**src/ecs_pkg.sv**
```systemverilog
// package: state and cycle codes, alu operations, register map and core state
package ecs_pkg;

	// ----------------------------------------
	// state codes, bits ordered bit0 bit1 bit2
	// ----------------------------------------
	typedef enum logic [2:0] {
		WAIT_STATE = 3'h0,
		HIGH_ADDRESS_STATE = 3'h1,
		LOW_ADDRESS_STATE = 3'h2,
		INTERRUPT_ACK_ADDRESS_STATE = 3'h3,
		TRANSFER_STATE = 3'h4,
		EXECUTE_STATE_TWO = 3'h5,
		STOPPED_STATE = 3'h6,
		EXECUTE_STATE_ONE = 3'h7
	} ecs_tstate_t;

	// ----------------------------------------
	// cycle codes as bus bits 7:6
	// ----------------------------------------
	typedef enum logic [1:0] {
		FETCH_CYCLE = 2'h0,
		IO_COMMAND_CYCLE = 2'h1,
		DATA_READ_CYCLE = 2'h2,
		MEMORY_WRITE_CYCLE = 2'h3
	} ecs_cycle_t;

	// ----------------------------------------
	// alu operations
	// ----------------------------------------
	typedef enum logic [3:0] {
		ALU_ADD = 4'h0,
		ALU_ADC = 4'h1,
		ALU_SUB = 4'h2,
		ALU_SBB = 4'h3,
		ALU_AND = 4'h4,
		ALU_XOR = 4'h5,
		ALU_OR = 4'h6,
		ALU_CMP = 4'h7,
		ALU_INC = 4'h8,
		ALU_DEC = 4'h9,
		ALU_RLC = 4'ha,
		ALU_RRC = 4'hb,
		ALU_RAL = 4'hc,
		ALU_RAR = 4'hd
	} ecs_alu_op_t;

	// ----------------------------------------
	// register indices, flags, apb map
	// ----------------------------------------
	localparam logic [2:0] REG_A = 3'h0;
	localparam logic [2:0] REG_H = 3'h5;
	localparam logic [2:0] REG_L = 3'h6;
	localparam logic [2:0] REG_M = 3'h7;
	localparam logic [1:0] FLAG_C = 2'h0;
	localparam logic [1:0] FLAG_Z = 2'h1;
	localparam logic [1:0] FLAG_S = 2'h2;
	localparam logic [1:0] FLAG_P = 2'h3;
	localparam logic [7:0] HALT_OPCODE = 8'hff;
	localparam logic [3:0] REFRESH_LAST = 4'he;
	localparam logic [11:0] CTRL_OFF = 12'h000;
	localparam logic [11:0] STATUS_OFF = 12'h004;
	localparam int CTRL_RUN_BIT = 0;

	// ----------------------------------------
	// whole core state
	// ----------------------------------------
	typedef struct packed {
		ecs_tstate_t st;
		logic ph;
		logic run;
		logic [7:0] ir;
		logic [1:0] cyc;
		ecs_cycle_t ct;
		logic use_pc;
		logic cl;
		logic [6:0][7:0] regs;
		logic [7:0][13:0] stk;
		logic [2:0] sp;
		logic [3:0] fl;
		logic pend;
		logic [7:0] blo;
		logic [7:0] bhi;
		logic [3:0] rfr;
		logic [7:0] dout;
		logic doe;
		logic pready;
		logic pslverr;
		logic [31:0] prdata;
	} ecs_core_t;

	localparam ecs_core_t CORE_RESET = '{st: LOW_ADDRESS_STATE, run: 1'b1, ct: FETCH_CYCLE,
		use_pc: 1'b1, doe: 1'b1, default: '0};

endpackage

```
**src/ecs_alu.sv**
```systemverilog
// 8-bit arithmetic unit with look-ahead carry and rotates
`timescale 1ns/1ps
module ecs_alu import ecs_pkg::*; (
	// operation
	input ecs_alu_op_t op,
	input logic cin,
	// operands
	input logic [7:0] a,
	input logic [7:0] b,
	// result
	output logic [7:0] res,
	output logic cout
);

	logic [7:0] bx;
	logic [7:0] g;
	logic [7:0] p;
	logic [8:0] c;
	logic sub;

	always_comb begin
		bx = b;
		c = 9'h000;
		sub = 1'b0;
		unique case (op)
			ALU_ADC: c[0] = cin;
			ALU_SUB, ALU_CMP: begin
				bx = ~b;
				c[0] = 1'b1;
				sub = 1'b1;
			end
			ALU_SBB: begin
				bx = ~b;
				c[0] = ~cin;
				sub = 1'b1;
			end
			ALU_INC: begin
				bx = 8'h00;
				c[0] = 1'b1;
			end
			ALU_DEC: bx = 8'hff;
			default: ;
		endcase
		g = a & bx;
		p = a ^ bx;
		for (int i = 0; i < 8; i++) begin
			c[i + 1] = g[i] | (p[i] & c[i]);
		end
		res = p ^ c[7:0];
		cout = sub ? ~c[8] : c[8];
		unique case (op)
			ALU_AND: begin
				res = a & b;
				cout = 1'b0;
			end
			ALU_XOR: begin
				res = a ^ b;
				cout = 1'b0;
			end
			ALU_OR: begin
				res = a | b;
				cout = 1'b0;
			end
			ALU_RLC: {cout, res} = {a[7], a[6:0], a[7]};
			ALU_RRC: {cout, res} = {a[0], a[0], a[7:1]};
			ALU_RAL: {cout, res} = {a[7], a[6:0], cin};
			ALU_RAR: {cout, res} = {a[0], cin, a[7:1]};
			default: ;
		endcase
	end

endmodule

```
**src/ecs_core.sv**
```systemverilog
// cpu core: state sequencer, address stack, scratch pad, flags, bus and apb access
`timescale 1ns/1ps
// Operation
// - three state outputs carry the code of the present state
// - a cycle runs two address states, one transfer state, two execute states
// - memory holds ready low while busy; core waits until ready
// - a pending interrupt replaces the low address state of the next fetch cycle by the acknowledge state
// - ready ends waiting by moving to the transfer state
// - halt enters the stopped state until an interrupt arrives
// - execute states are skipped when the instruction needs none
// - wait and stopped states last an even number of clocks
// - instructions take one to three cycles, first always a fetch
// - the high address state carries the cycle code on bus bits 7:6
// - cycle codes: fetch, io command, data read, memory write
// - stack and scratch pad refresh in wait, transfer and stopped states
// - eight 14-bit stack entries, one is the program counter
// - call pushes by advancing the pointer, return pops by moving it back
// - three-bit stack pointer wraps and overwrites the oldest entry
// - low address goes out then counts; high counts only on carry
// - addresses are 14 bits wide
// - accumulator and six general registers; arithmetic uses accumulator except increment and decrement
// - memory operands address from h (low six bits) and l
// - alu adds, subtracts, logic ops, compare, increment, decrement with look-ahead carry
// - alu results set carry, zero, sign, parity; conditional flow tests them
// - multi-byte instructions sit in consecutive words, low address before high
// - one bidirectional byte bus, direction set by instruction and state
// - third byte gives upper six address bits, top two ignored
module ecs_core import ecs_pkg::*; (
	// clock and reset
	input logic REF_CLK,
	input logic RST_N,
	// multiplexed memory bus
	input logic [7:0] D_IN,
	output logic [7:0] D_OUT,
	output logic D_OE,
	input logic READY,
	input logic INTR,
	// state outputs
	output logic STATE_CODE_BIT0,
	output logic STATE_CODE_BIT1,
	output logic STATE_CODE_BIT2,
	output logic SYNC,
	// apb slave
	input logic PSEL,
	input logic PENABLE,
	input logic PWRITE,
	input logic [11:0] PADDR,
	input logic [31:0] PWDATA,
	output logic [31:0] PRDATA,
	output logic PREADY,
	output logic PSLVERR
);

	// ----------------------------------------
	// decode
	// ----------------------------------------
	ecs_core_t q, d;
	logic tick;
	logic [7:0] op;
	logic [2:0] dd;
	logic [2:0] ss;
	logic [13:0] pc;
	logic [7:0] pc_lo;
	logic [5:0] ahi;
	logic [13:0] tgt;
	logic halt, mov, lrm, lmr, alur, imm, lri, lmi, incdec, rot;
	logic ret, rst, jmp, cal, io, inp, cond, taken, last, exec;
	logic [1:0] ncyc;
	ecs_cycle_t nct;
	logic npc;
	ecs_alu_op_t aop;
	logic [7:0] aa;
	logic [7:0] ab;
	logic [7:0] ares;
	logic acout;
	logic [31:0] status;

	// two clocks per state, state moves on the second
	assign tick = q.ph & q.run;
	// the fetched byte is decoded while still on the bus
	assign op = (q.st == TRANSFER_STATE && q.cyc == 2'h0) ? D_IN : q.ir;
	assign dd = op[5:3];
	assign ss = op[2:0];
	assign pc = q.stk[q.sp];
	assign pc_lo = pc[7:0];
	assign tgt = {q.bhi[5:0], q.blo};
	assign halt = (op[7:1] == 7'h00) || (op == HALT_OPCODE);
	assign mov = (op[7:6] == 2'h3) && !halt;
	assign lrm = mov && ss == REG_M;
	assign lmr = mov && dd == REG_M;
	assign alur = op[7:6] == 2'h2;
	assign imm = op[7:6] == 2'h0 && ss == 3'h4;
	assign lri = op[7:6] == 2'h0 && ss == 3'h6;
	assign lmi = lri && dd == REG_M;
	assign incdec = op[7:6] == 2'h0 && ss[2:1] == 2'h0 && !halt;
	assign rot = op[7:6] == 2'h0 && ss == 3'h2;
	assign ret = op[7:6] == 2'h0 && ss[1:0] == 2'h3;
	assign rst = op[7:6] == 2'h0 && ss == 3'h5;
	assign jmp = op[7:6] == 2'h1 && op[1:0] == 2'h0;
	assign cal = op[7:6] == 2'h1 && op[1:0] == 2'h2;
	assign io = op[7:6] == 2'h1 && op[0];
	assign inp = io && op[5:4] == 2'h0;
	assign cond = q.fl[op[4:3]] == op[5];
	assign taken = op[2] || cond;
	assign status = {7'h00, q.pend, pc, q.fl, q.sp, q.st};
	// pc, else io command byte, else h register
	assign ahi = (q.use_pc || q.ct == FETCH_CYCLE) ? pc[13:8] :
		(q.ct == IO_COMMAND_CYCLE ? q.ir[5:0] : q.regs[REG_H][5:0]);

	// ----------------------------------------
	// cycle plan
	// ----------------------------------------
	always_comb begin
		ncyc = 2'h1;
		if (jmp || cal || lmi) begin
			ncyc = 2'h3;
		end else if (lrm || lmr || (alur && ss == REG_M) || imm || lri || io) begin
			ncyc = 2'h2;
		end
	end

	assign last = (q.cyc + 2'h1) == ncyc;
	// stores, output and untaken branches need no execute states
	assign exec = !(lmr || lmi || (io && !inp) || ((ret || jmp || cal) && !taken));

	always_comb begin
		nct = DATA_READ_CYCLE;
		npc = 1'b1;
		if (io) begin
			nct = IO_COMMAND_CYCLE;
			npc = 1'b0;
		end else if (lmr || (lmi && q.cyc == 2'h1)) begin
			nct = MEMORY_WRITE_CYCLE;
			npc = 1'b0;
		end else if (lrm || (alur && ss == REG_M)) begin
			npc = 1'b0;
		end
	end

	// ----------------------------------------
	// alu operands
	// ----------------------------------------
	always_comb begin
		aa = q.regs[REG_A];
		ab = (imm || ss == REG_M) ? q.blo : q.regs[ss];
		aop = ecs_alu_op_t'({1'b0, dd});
		if (incdec) begin
			aa = q.regs[dd];
			aop = ss[0] ? ALU_DEC : ALU_INC;
		end else if (rot) begin
			aop = ecs_alu_op_t'(4'ha + {2'h0, op[4:3]});
		end
	end

	ecs_alu u_alu (
		.op(aop),
		.cin(q.fl[FLAG_C]),
		.a(aa),
		.b(ab),
		.res(ares),
		.cout(acout)
	);

	// ----------------------------------------
	// sequencer
	// ----------------------------------------
	always_comb begin
		logic nxt;
		logic fresh;
		nxt = 1'b0;
		fresh = 1'b0;
		d = q;
		d.ph = q.run ? !q.ph : q.ph;
		if (tick) begin
			if (q.st inside {WAIT_STATE, TRANSFER_STATE, STOPPED_STATE}) begin
				d.rfr = (q.rfr == REFRESH_LAST) ? 4'h0 : q.rfr + 4'h1;
			end
			unique case (q.st)
				LOW_ADDRESS_STATE, INTERRUPT_ACK_ADDRESS_STATE: begin
					d.st = HIGH_ADDRESS_STATE;
					d.dout = {q.ct, ahi};
					if (q.use_pc) begin
						{d.cl, d.stk[q.sp][7:0]} = {1'b0, pc[7:0]} + 9'h001;
					end
				end
				HIGH_ADDRESS_STATE, WAIT_STATE: begin
					if (q.st == HIGH_ADDRESS_STATE && q.use_pc) begin
						d.stk[q.sp][13:8] = pc[13:8] + {5'h00, q.cl};
					end
					d.doe = 1'b0;
					if (READY) begin
						d.st = TRANSFER_STATE;
						d.doe = q.ct == MEMORY_WRITE_CYCLE;
						d.dout = lmi ? q.blo : q.regs[ss];
					end else begin
						d.st = WAIT_STATE;
					end
				end
				TRANSFER_STATE: begin
					d.doe = 1'b0;
					if (q.cyc == 2'h0) begin
						d.ir = D_IN;
					end else if (q.cyc == 2'h1) begin
						d.blo = D_IN;
					end else begin
						d.bhi = D_IN;
					end
					if (q.cyc == 2'h0 && halt) begin
						d.st = STOPPED_STATE;
					end else if (!last) begin
						nxt = 1'b1;
					end else if (exec) begin
						d.st = EXECUTE_STATE_ONE;
					end else begin
						fresh = 1'b1;
					end
				end
				EXECUTE_STATE_ONE: begin
					d.st = EXECUTE_STATE_TWO;
				end
				EXECUTE_STATE_TWO: begin
					fresh = 1'b1;
					if (mov || lri) begin
						d.regs[dd] = (lrm || lri) ? q.blo : q.regs[ss];
					end
					if (alur || imm || incdec) begin
						d.fl[FLAG_Z] = ares == 8'h00;
						d.fl[FLAG_S] = ares[7];
						d.fl[FLAG_P] = ~^ares;
					end
					if (alur || imm) begin
						d.fl[FLAG_C] = acout;
						if (dd != 3'h7) begin
							d.regs[REG_A] = ares;
						end
					end
					if (incdec) begin
						d.regs[dd] = ares;
					end
					if (rot) begin
						d.regs[REG_A] = ares;
						d.fl[FLAG_C] = acout;
					end
					if (inp) begin
						d.regs[REG_A] = q.blo;
					end
					if (ret) begin
						d.sp = q.sp - 3'h1;
					end
					if (cal || rst) begin
						d.sp = q.sp + 3'h1;
						d.stk[q.sp + 3'h1] = cal ? tgt : {8'h00, dd, 3'h0};
					end
					if (jmp) begin
						d.stk[q.sp] = tgt;
					end
				end
				STOPPED_STATE: begin
					if (q.pend) begin
						fresh = 1'b1;
					end
				end
			endcase
			if (nxt) begin
				d.cyc = q.cyc + 2'h1;
				d.ct = nct;
				d.use_pc = npc;
			end
			if (fresh) begin
				d.cyc = 2'h0;
				d.ct = FETCH_CYCLE;
				d.use_pc = !q.pend;
				d.pend = 1'b0;
			end
			if (nxt || fresh) begin
				d.st = (fresh && q.pend) ? INTERRUPT_ACK_ADDRESS_STATE : LOW_ADDRESS_STATE;
				d.doe = 1'b1;
				d.dout = (d.use_pc || d.ct == FETCH_CYCLE) ? d.stk[d.sp][7:0] :
					(d.ct == IO_COMMAND_CYCLE ? q.regs[REG_A] : q.regs[REG_L]);
			end
		end
		// a request in the clearing cycle is kept
		if (INTR) begin
			d.pend = 1'b1;
		end

		// apb: answer one cycle into access, write lands at completion
		d.pready = 1'b0;
		if (PSEL && PENABLE && q.pready) begin
			if (PWRITE && PADDR == CTRL_OFF) begin
				d.run = PWDATA[CTRL_RUN_BIT];
			end
		end else if (PSEL && PENABLE) begin
			d.pready = 1'b1;
			d.pslverr = !(PADDR == CTRL_OFF || (PADDR == STATUS_OFF && !PWRITE));
			d.prdata = (PADDR == CTRL_OFF) ? {31'h0, q.run} :
				((PADDR == STATUS_OFF) ? status : 32'h0000_0000);
		end
	end

	always_ff @(posedge REF_CLK or negedge RST_N) begin
		if (!RST_N) begin
			q <= CORE_RESET;
		end else begin
			q <= d;
		end
	end

	// ----------------------------------------
	// outputs
	// ----------------------------------------
	assign STATE_CODE_BIT0 = q.st[2];
	assign STATE_CODE_BIT1 = q.st[1];
	assign STATE_CODE_BIT2 = q.st[0];
	assign SYNC = q.ph;
	assign D_OUT = q.dout;
	assign D_OE = q.doe;
	assign PRDATA = q.prdata;
	assign PREADY = q.pready;
	assign PSLVERR = q.pslverr;

	// ----------------------------------------
	// checks
	// ----------------------------------------
	exec_code_a: assert property (@(posedge REF_CLK) disable iff (!RST_N)
		(tick && q.st == EXECUTE_STATE_ONE) |=> {STATE_CODE_BIT0, STATE_CODE_BIT1, STATE_CODE_BIT2} == 3'h5)
		else $error("execute one not followed by execute two code");
	addr_seq_a: assert property (@(posedge REF_CLK) disable iff (!RST_N)
		(tick && q.st == LOW_ADDRESS_STATE) |=> q.st == HIGH_ADDRESS_STATE ##2 q.st != HIGH_ADDRESS_STATE)
		else $error("address states out of order");
	wait_hold_a: assert property (@(posedge REF_CLK) disable iff (!RST_N)
		(tick && q.st inside {HIGH_ADDRESS_STATE, WAIT_STATE} && !READY) |=> q.st == WAIT_STATE)
		else $error("left for transfer without ready");
	ready_ack_a: assert property (@(posedge REF_CLK) disable iff (!RST_N)
		(tick && q.st inside {HIGH_ADDRESS_STATE, WAIT_STATE} && READY) |=> q.st == TRANSFER_STATE)
		else $error("ready not acknowledged by transfer state");
	int_ack_a: assert property (@(posedge REF_CLK) disable iff (!RST_N)
		(tick && q.st == STOPPED_STATE && q.pend) |=> q.st == INTERRUPT_ACK_ADDRESS_STATE && !q.use_pc)
		else $error("interrupt not acknowledged");
	halt_stop_a: assert property (@(posedge REF_CLK) disable iff (!RST_N)
		(tick && q.st == TRANSFER_STATE && q.cyc == 2'h0 && halt) |=> q.st == STOPPED_STATE)
		else $error("halt did not stop");
	dwell_even_a: assert property (@(posedge REF_CLK) disable iff (!RST_N)
		$changed(q.st) |=> $stable(q.st))
		else $error("state held for one clock only");
	cycle_code_a: assert property (@(posedge REF_CLK) disable iff (!RST_N)
		q.st == HIGH_ADDRESS_STATE |-> D_OE && D_OUT[7:6] == q.ct)
		else $error("cycle code missing on high address");
	pc_count_a: assert property (@(posedge REF_CLK) disable iff (!RST_N)
		(tick && q.st == LOW_ADDRESS_STATE && q.use_pc) |=> pc_lo == $past(pc_lo) + 8'h01)
		else $error("program counter low byte not advanced");
	push_wrap_a: assert property (@(posedge REF_CLK) disable iff (!RST_N)
		(tick && q.st == EXECUTE_STATE_TWO && (cal || rst)) |=> q.sp == $past(q.sp) + 3'h1)
		else $error("stack pointer not advanced by push");
	sync_align_a: assert property (@(posedge REF_CLK) disable iff (!RST_N)
		$changed(q.st) |-> !SYNC)
		else $error("state changed off sync boundary");

endmodule

```
**config.mk**
```make
export PLATFORM = sky130hd
export DESIGN_NAME = ecs_core
export DESIGN_NICKNAME = d
export VERILOG_FILES = /design/src/ecs_pkg.sv /design/src/ecs_alu.sv /design/src/ecs_core.sv
export SDC_FILE = /design/constraint.sdc
export NUM_CORES = 1
export LEC_CHECK = 0
export ABC_AREA = 0
export BUFFER_PORTS_ARGS = -buffer_cell sky130_fd_sc_hd__buf_2
export CAP_MARGIN = 0
export CORE_MARGIN = 2
export CORE_UTILIZATION = 45
export DETAILED_ROUTE_END_ITERATION = 16
export PLACE_DENSITY_LB_ADDON = 0.05
export SYNTH_ARGS = -nofsm -noshare
export SYNTH_HDL_FRONTEND = slang
export SYNTH_SLANG_ARGS = --single-unit
```
**constraint.sdc**
```tcl
create_clock -name REF_CLK -period 9.8 [get_ports REF_CLK]
set_input_delay 0 -clock REF_CLK [delete_from_list [all_inputs] [get_ports REF_CLK]]
set_output_delay 0 -clock REF_CLK [all_outputs]
set_load 0.05 [all_outputs]
```
Yosys cells after proc, flatten, opt, wreduce, memory -nomap -nowiden:

Cells that the tools add are included.
Widths: inputs -> output; s select.

* input port bits: 59
* memory bits (writable): 0
* word-level logic and storage cells: 344
* output and inout port bits: 47
* bits in read-only memories: 0
* bits in latches: 0
* register bits after elaboration: 258
* memories: 0

* bitwise logic cells: 29
* equal/unequal tests: 48
* divide/modulo/power cells: 0
* magnitude comparators: 9
* shift operators: 0
* mux-type cells: 113
* reductions and logical operators: 103
* multiply operators: 0
* add/sub/neg operators: 7

Operators by type and width (count)
* $bwmux 112: 4
* $mux 112: 4
* $mux 115: 3
* $pmux 112 s3: 1
* $mux 56: 4
* $demux 14 s3: 4
* $mux 8: 20
* $bwmux 56: 2
* $bmux 14 s3: 2
* $mux 14: 5
* $mux 34: 2
* $pmux 8 s7: 1
* $mux 25: 2
* $bmux 8 s3: 2
* $mux 16: 2
* $logic_and 1x1->1: 30
* $mux 30: 1
* $eq 4x4->1 const B: 7
* $eq 3x3->1 const B: 9
* $logic_or 1x1->1: 26
* $demux 8 s3: 1
* $pmux 8 s3: 1
* $xor 8x8->8: 3
* $mux 1: 22
* other kinds (58): 151

Logic depth before layout (Yosys ltp):

* depth in word-level cells: 41
* mapped depth: 30
* gate-level depth less buffers: 25

By module:

A second synthesis with hierarchy kept.

* cell total of the unflattened synthesis: 2356
* area, all modules: 19279.7 um2

By module, submodules not included
* ecs_core: cells each 2184, area an instance 18038.6 um2, instances 1
* ecs_alu: cells each 172, area an instance 1241.2 um2, instances 1

Worst setup path after synthesis:

No wires, ideal clock.

* path type: flip-flop to flip-flop
* from: register q (netlist bit STATE_CODE_BIT0)
* to: register q[67] (netlist name)
* arrival time: 7.843 ns
* setup time: 0.125 ns
* buffers on the path: 7
* slack: 1.833 ns
* stages on the path, launching flop included: 30
* clock period less this slack: 7.967 ns
* required time: 9.675 ns
* cell sequence: dfrtp_1 > buf_6 > and4bb_1 > buf_6 > buf_8 > buf_6 > mux2i_1 > clkbuf_1 > o211ai_1 > a21oi_1 > buf_2 > mux2i_1 > nand2_1 > a22oi_1 > fa_1 > inv_1 > fa_1 > fa_1 > fa_1 > fa_1 > fa_1 > fa_1 > fa_1 > a32oi_1 > and3_1 > buf_2 > ha_1 > xnor2_1 > xnor2_1 > mux2_2

* cells in the longest elaborated chain, start to end: 32
* elaborated cells between the ends (all ways): 77

Ends and longest elaborated chain
* from (decl): RTL line ecs_core.sv:57 `ecs_core_t q, d;`
* from (signal assigned): RTL line ecs_core.sv:303 `q <= CORE_RESET;`
* from (signal assigned): RTL line ecs_core.sv:305 `q <= d;`
* parallel branches: the longest is 32 deep, another holds $add 4x2->4

Parallel ways; which one is timed is not known. The select of a mux whose other input is x is not followed.
A chain may end at the register's enable or synchronous reset.

Worst setup path after layout:

* from: register q[243] (netlist name)
* to: register q[67] (netlist name)

* cells in the longest elaborated chain, start to end: 32
* elaborated cells between the ends (all ways): 75

Ends and longest elaborated chain
* $logic_not 2->1 (*): RTL line ecs_core.sv:81 `assign op = (q.st == TRANSFER_STATE && q.cyc == 2'h0) ? D_IN : q.ir;`
* $logic_and 1x1->1 (*): RTL line ecs_core.sv:81
* $mux 8 (*): RTL line ecs_core.sv:81
* parallel branches: the longest is 29 deep, another holds $add 4x2->4

Every way passes the cells marked *. The select of a mux whose other input is x is not followed.

==> run metrics <==
crit path kind=flop to flop; worst skew pair latency=approximately 0.6 ns; top-area cell type share of the netlist area=0.305; H-tree depth=1; Die W=between 200 and 250 um; max-slew violations=0; core area=43200 um2; crit path max fanout=19; FF-to-FF path depth=26; Synth area leader=dfrtp_1; post-route ant nets=0; Synth Instances=2370; Arr. time, crit path=approximately 9.4 ns; Post-Layout Cell Count=approximately 2900; Syn Std Cell Area=19700 um2; status=complete, but fails checks; min Tclk post-route=8.93 ns; first-pass iteration count of the detailed router=7; YS warnings=0; largest cells by area after synthesis=dfrtp_1 31%, nand2_1 5.1%, mux2i_1 4.9%, o21ai_0 4.7%, a21oi_1 4.2%; Syn Area/Cell=about 8.3 um2; port bufs=67; clk slew on worst S/H paths=approximately 0.06 ns; kind of end point of the critical path=flop; Hold WC Path Type=input pin to async pin; Final GP Congestion=between 0.9 and 1; Final setup viols=0; Pleak=0.00869 uW; CP Capture Point=q[67]; number of enable flip-flop cells after synthesis=0; vias in the first global route=19734; Worst path slowest cell=and4bb_2; gr usage total=0.392; Die Area=~46000 um2; first-pass GRT wire length=133000 um; Util after Layout=0.496; fill cell count=between 4000 and 5000; CP max stage delay=around 0.71 ns; clock skew=between 0.02 and 0.03 ns; maxcap violations=0; reg2reg setup slack=0.87 ns; Worst slew margin=0.194; DP Wirelength=around 63000 um; sequential area share after synthesis=0.311; Initial Utilization=0.457; clk buf depth=3; register bit total from synthesis=~250; CP required=slightly above 10 ns; Hold Slack=-0.0162 ns; RSZ-0062 raised after global routing=no; WL/cell=about 31 um; Worst-Margin Slew=roughly 1.2 ns; Yosys cell types=around 110; R2R Path End=q[67]; initial drt markers=about 3400; vias per cell=slightly above 7; Top FF cell, synth=dfrtp_1; r2r startpoint=q[243]; Die Ht=213 um; drc violations=0; Worst setup SP type=flop; final setup TNS=0 ns; CTS tree=done; postcts setup bufs=0; root buf cell=clkbuf_16; crit path launch=q[243]; synth-to-layout area growth=8.51%; Post-Route WL=89900 um; IO Count=106; Max VDD drop=0.000134 V; most used cell, CP=fa_1; initial antenna violation count=2; placed cell count=about 2900; Hold Vio Cnt, Final=5; number of diodes=0; GRT overflow=0; layout cells sized above 1=0.134; area of the multi-input gates=12300 um2; DR vias=roughly 21000; final net count=approximately 2400; Post-synth ARST share=1.00; pwr/cell area=116 nW/um2; Rows=76; count leader, synth=nand2_1; FF/Latch Area=around 6000 um2; failing checks=negative hold slack; Final period util=0.911; Num Clock Sinks=between 200 and 250; largest net degree at the start of global routing=between 150 and 200; fmax=around 110 MHz; synth cell count leaders=268 x nand2_1, 241 x dfrtp_1, 197 x nor2_1; CTS Buf Count=31
## how the worst min path moves through the flow
stage          slack, ns    start  cells past startpoint        end
6_report           -0.02    RST_N                      2     PREADY
5_1_grt             0.03  D_IN[7]                      3     q[252]
4_1_cts             0.02  D_IN[7]                      3     q[252]
3_5_place_dp        0.06    RST_N                      1  PRDATA[0]
3_3_place_gp        0.05    RST_N                      1     PREADY
2_1_floorplan      -0.30    RST_N                      0   D_OUT[0]
## layout make-up
| class | count | share of cell area |
|---|---|---|
| clock buffer | 45 | 0.0419 |
| clock inverter | 12 | 0.00718 |
| multi-input combinational | 1862 | 0.575 |
| inverter | 48 | 0.00841 |
| tap | 585 | 0.0342 |
| timing repair buffer | 146 | 0.0464 |
| sequential | 245 | 0.287 |
## layout by cell type, fill, tap and decap left out, drive strengths merged, types with 27 or more instances in the layout
master,synthesis,final
nor3,32,32
a22o,67,67
ha,27,27
o211ai,32,32
buf,130,129
o21ai,203,203
a211oi,36,36
o22ai,129,129
clkbuf,91,45
nor2,197,197
a21oi,168,168
nand3,54,54
mux2i,102,102
a22oi,68,68
nand2,270,270
dfrtp,241,241
inv,46,47
mux2,49,49
## per-stage QoR
| stage | power [uW] | setup slack (ns) | cell area [um2] |
|---|---|---|---|
| after floorplan | 1180 | 1.83 | 19800 |
| after global placement | 1290 | 1.03 | 20200 |
| after detailed placement | 1290 | 0.962 | 20200 |
| after CTS | 2490 | 0.895 | 21400 |
| after global routing | 2560 | 0.437 | 21400 |
| final | 2480 | 0.867 | 21400 |
## metal layers
metal  part of all wire  track usage  wire length, um
met1               0.43        0.573            38300
met2               0.40        0.550            36400
met3               0.13       0.0997            11400
met4              0.042        0.150             3770
met5            0.00013            0               12
## cell families (layout without fill, tap and decap cells)
logic type,Yosys count,count (layout),synth area share
compound gates,934,934,0.323
other cells,1,7,0.000190
xor+xnor,22,22,0.0113
fa+ha+maj,35,35,0.0252
buf+inv,269,251,0.0690
mux,161,161,0.0941
simple gates,703,703,0.167
flops,245,245,0.311
## report_power, final
| part | switching [uW] | total (uW) | internal (uW) |
|---|---|---|---|
| clock network | 490 | 1200 | 712 |
| registers | 16.7 | 1040 | 1020 |
| logic | 173 | 245 | 72.0 |
| total | 680 | 2480 | 1800 |
## worst max-delay path: cells and delay by family, from the launching register on
family          cells  cell delay [ns]
fa+ha+maj          10             4.22
buf+inv             4             0.63
simple gates        3             1.04
xor+xnor            2             0.25
mux                 3             1.11
compound gates      4             1.09
flops               1             0.43
## timing repair
action	4_1_cts	5_1_grt
hold buffers	17	0
hold endpoints to repair	116	0
resized for setup	0	0
Note: power is estimated with default switching activity, not from simulation.
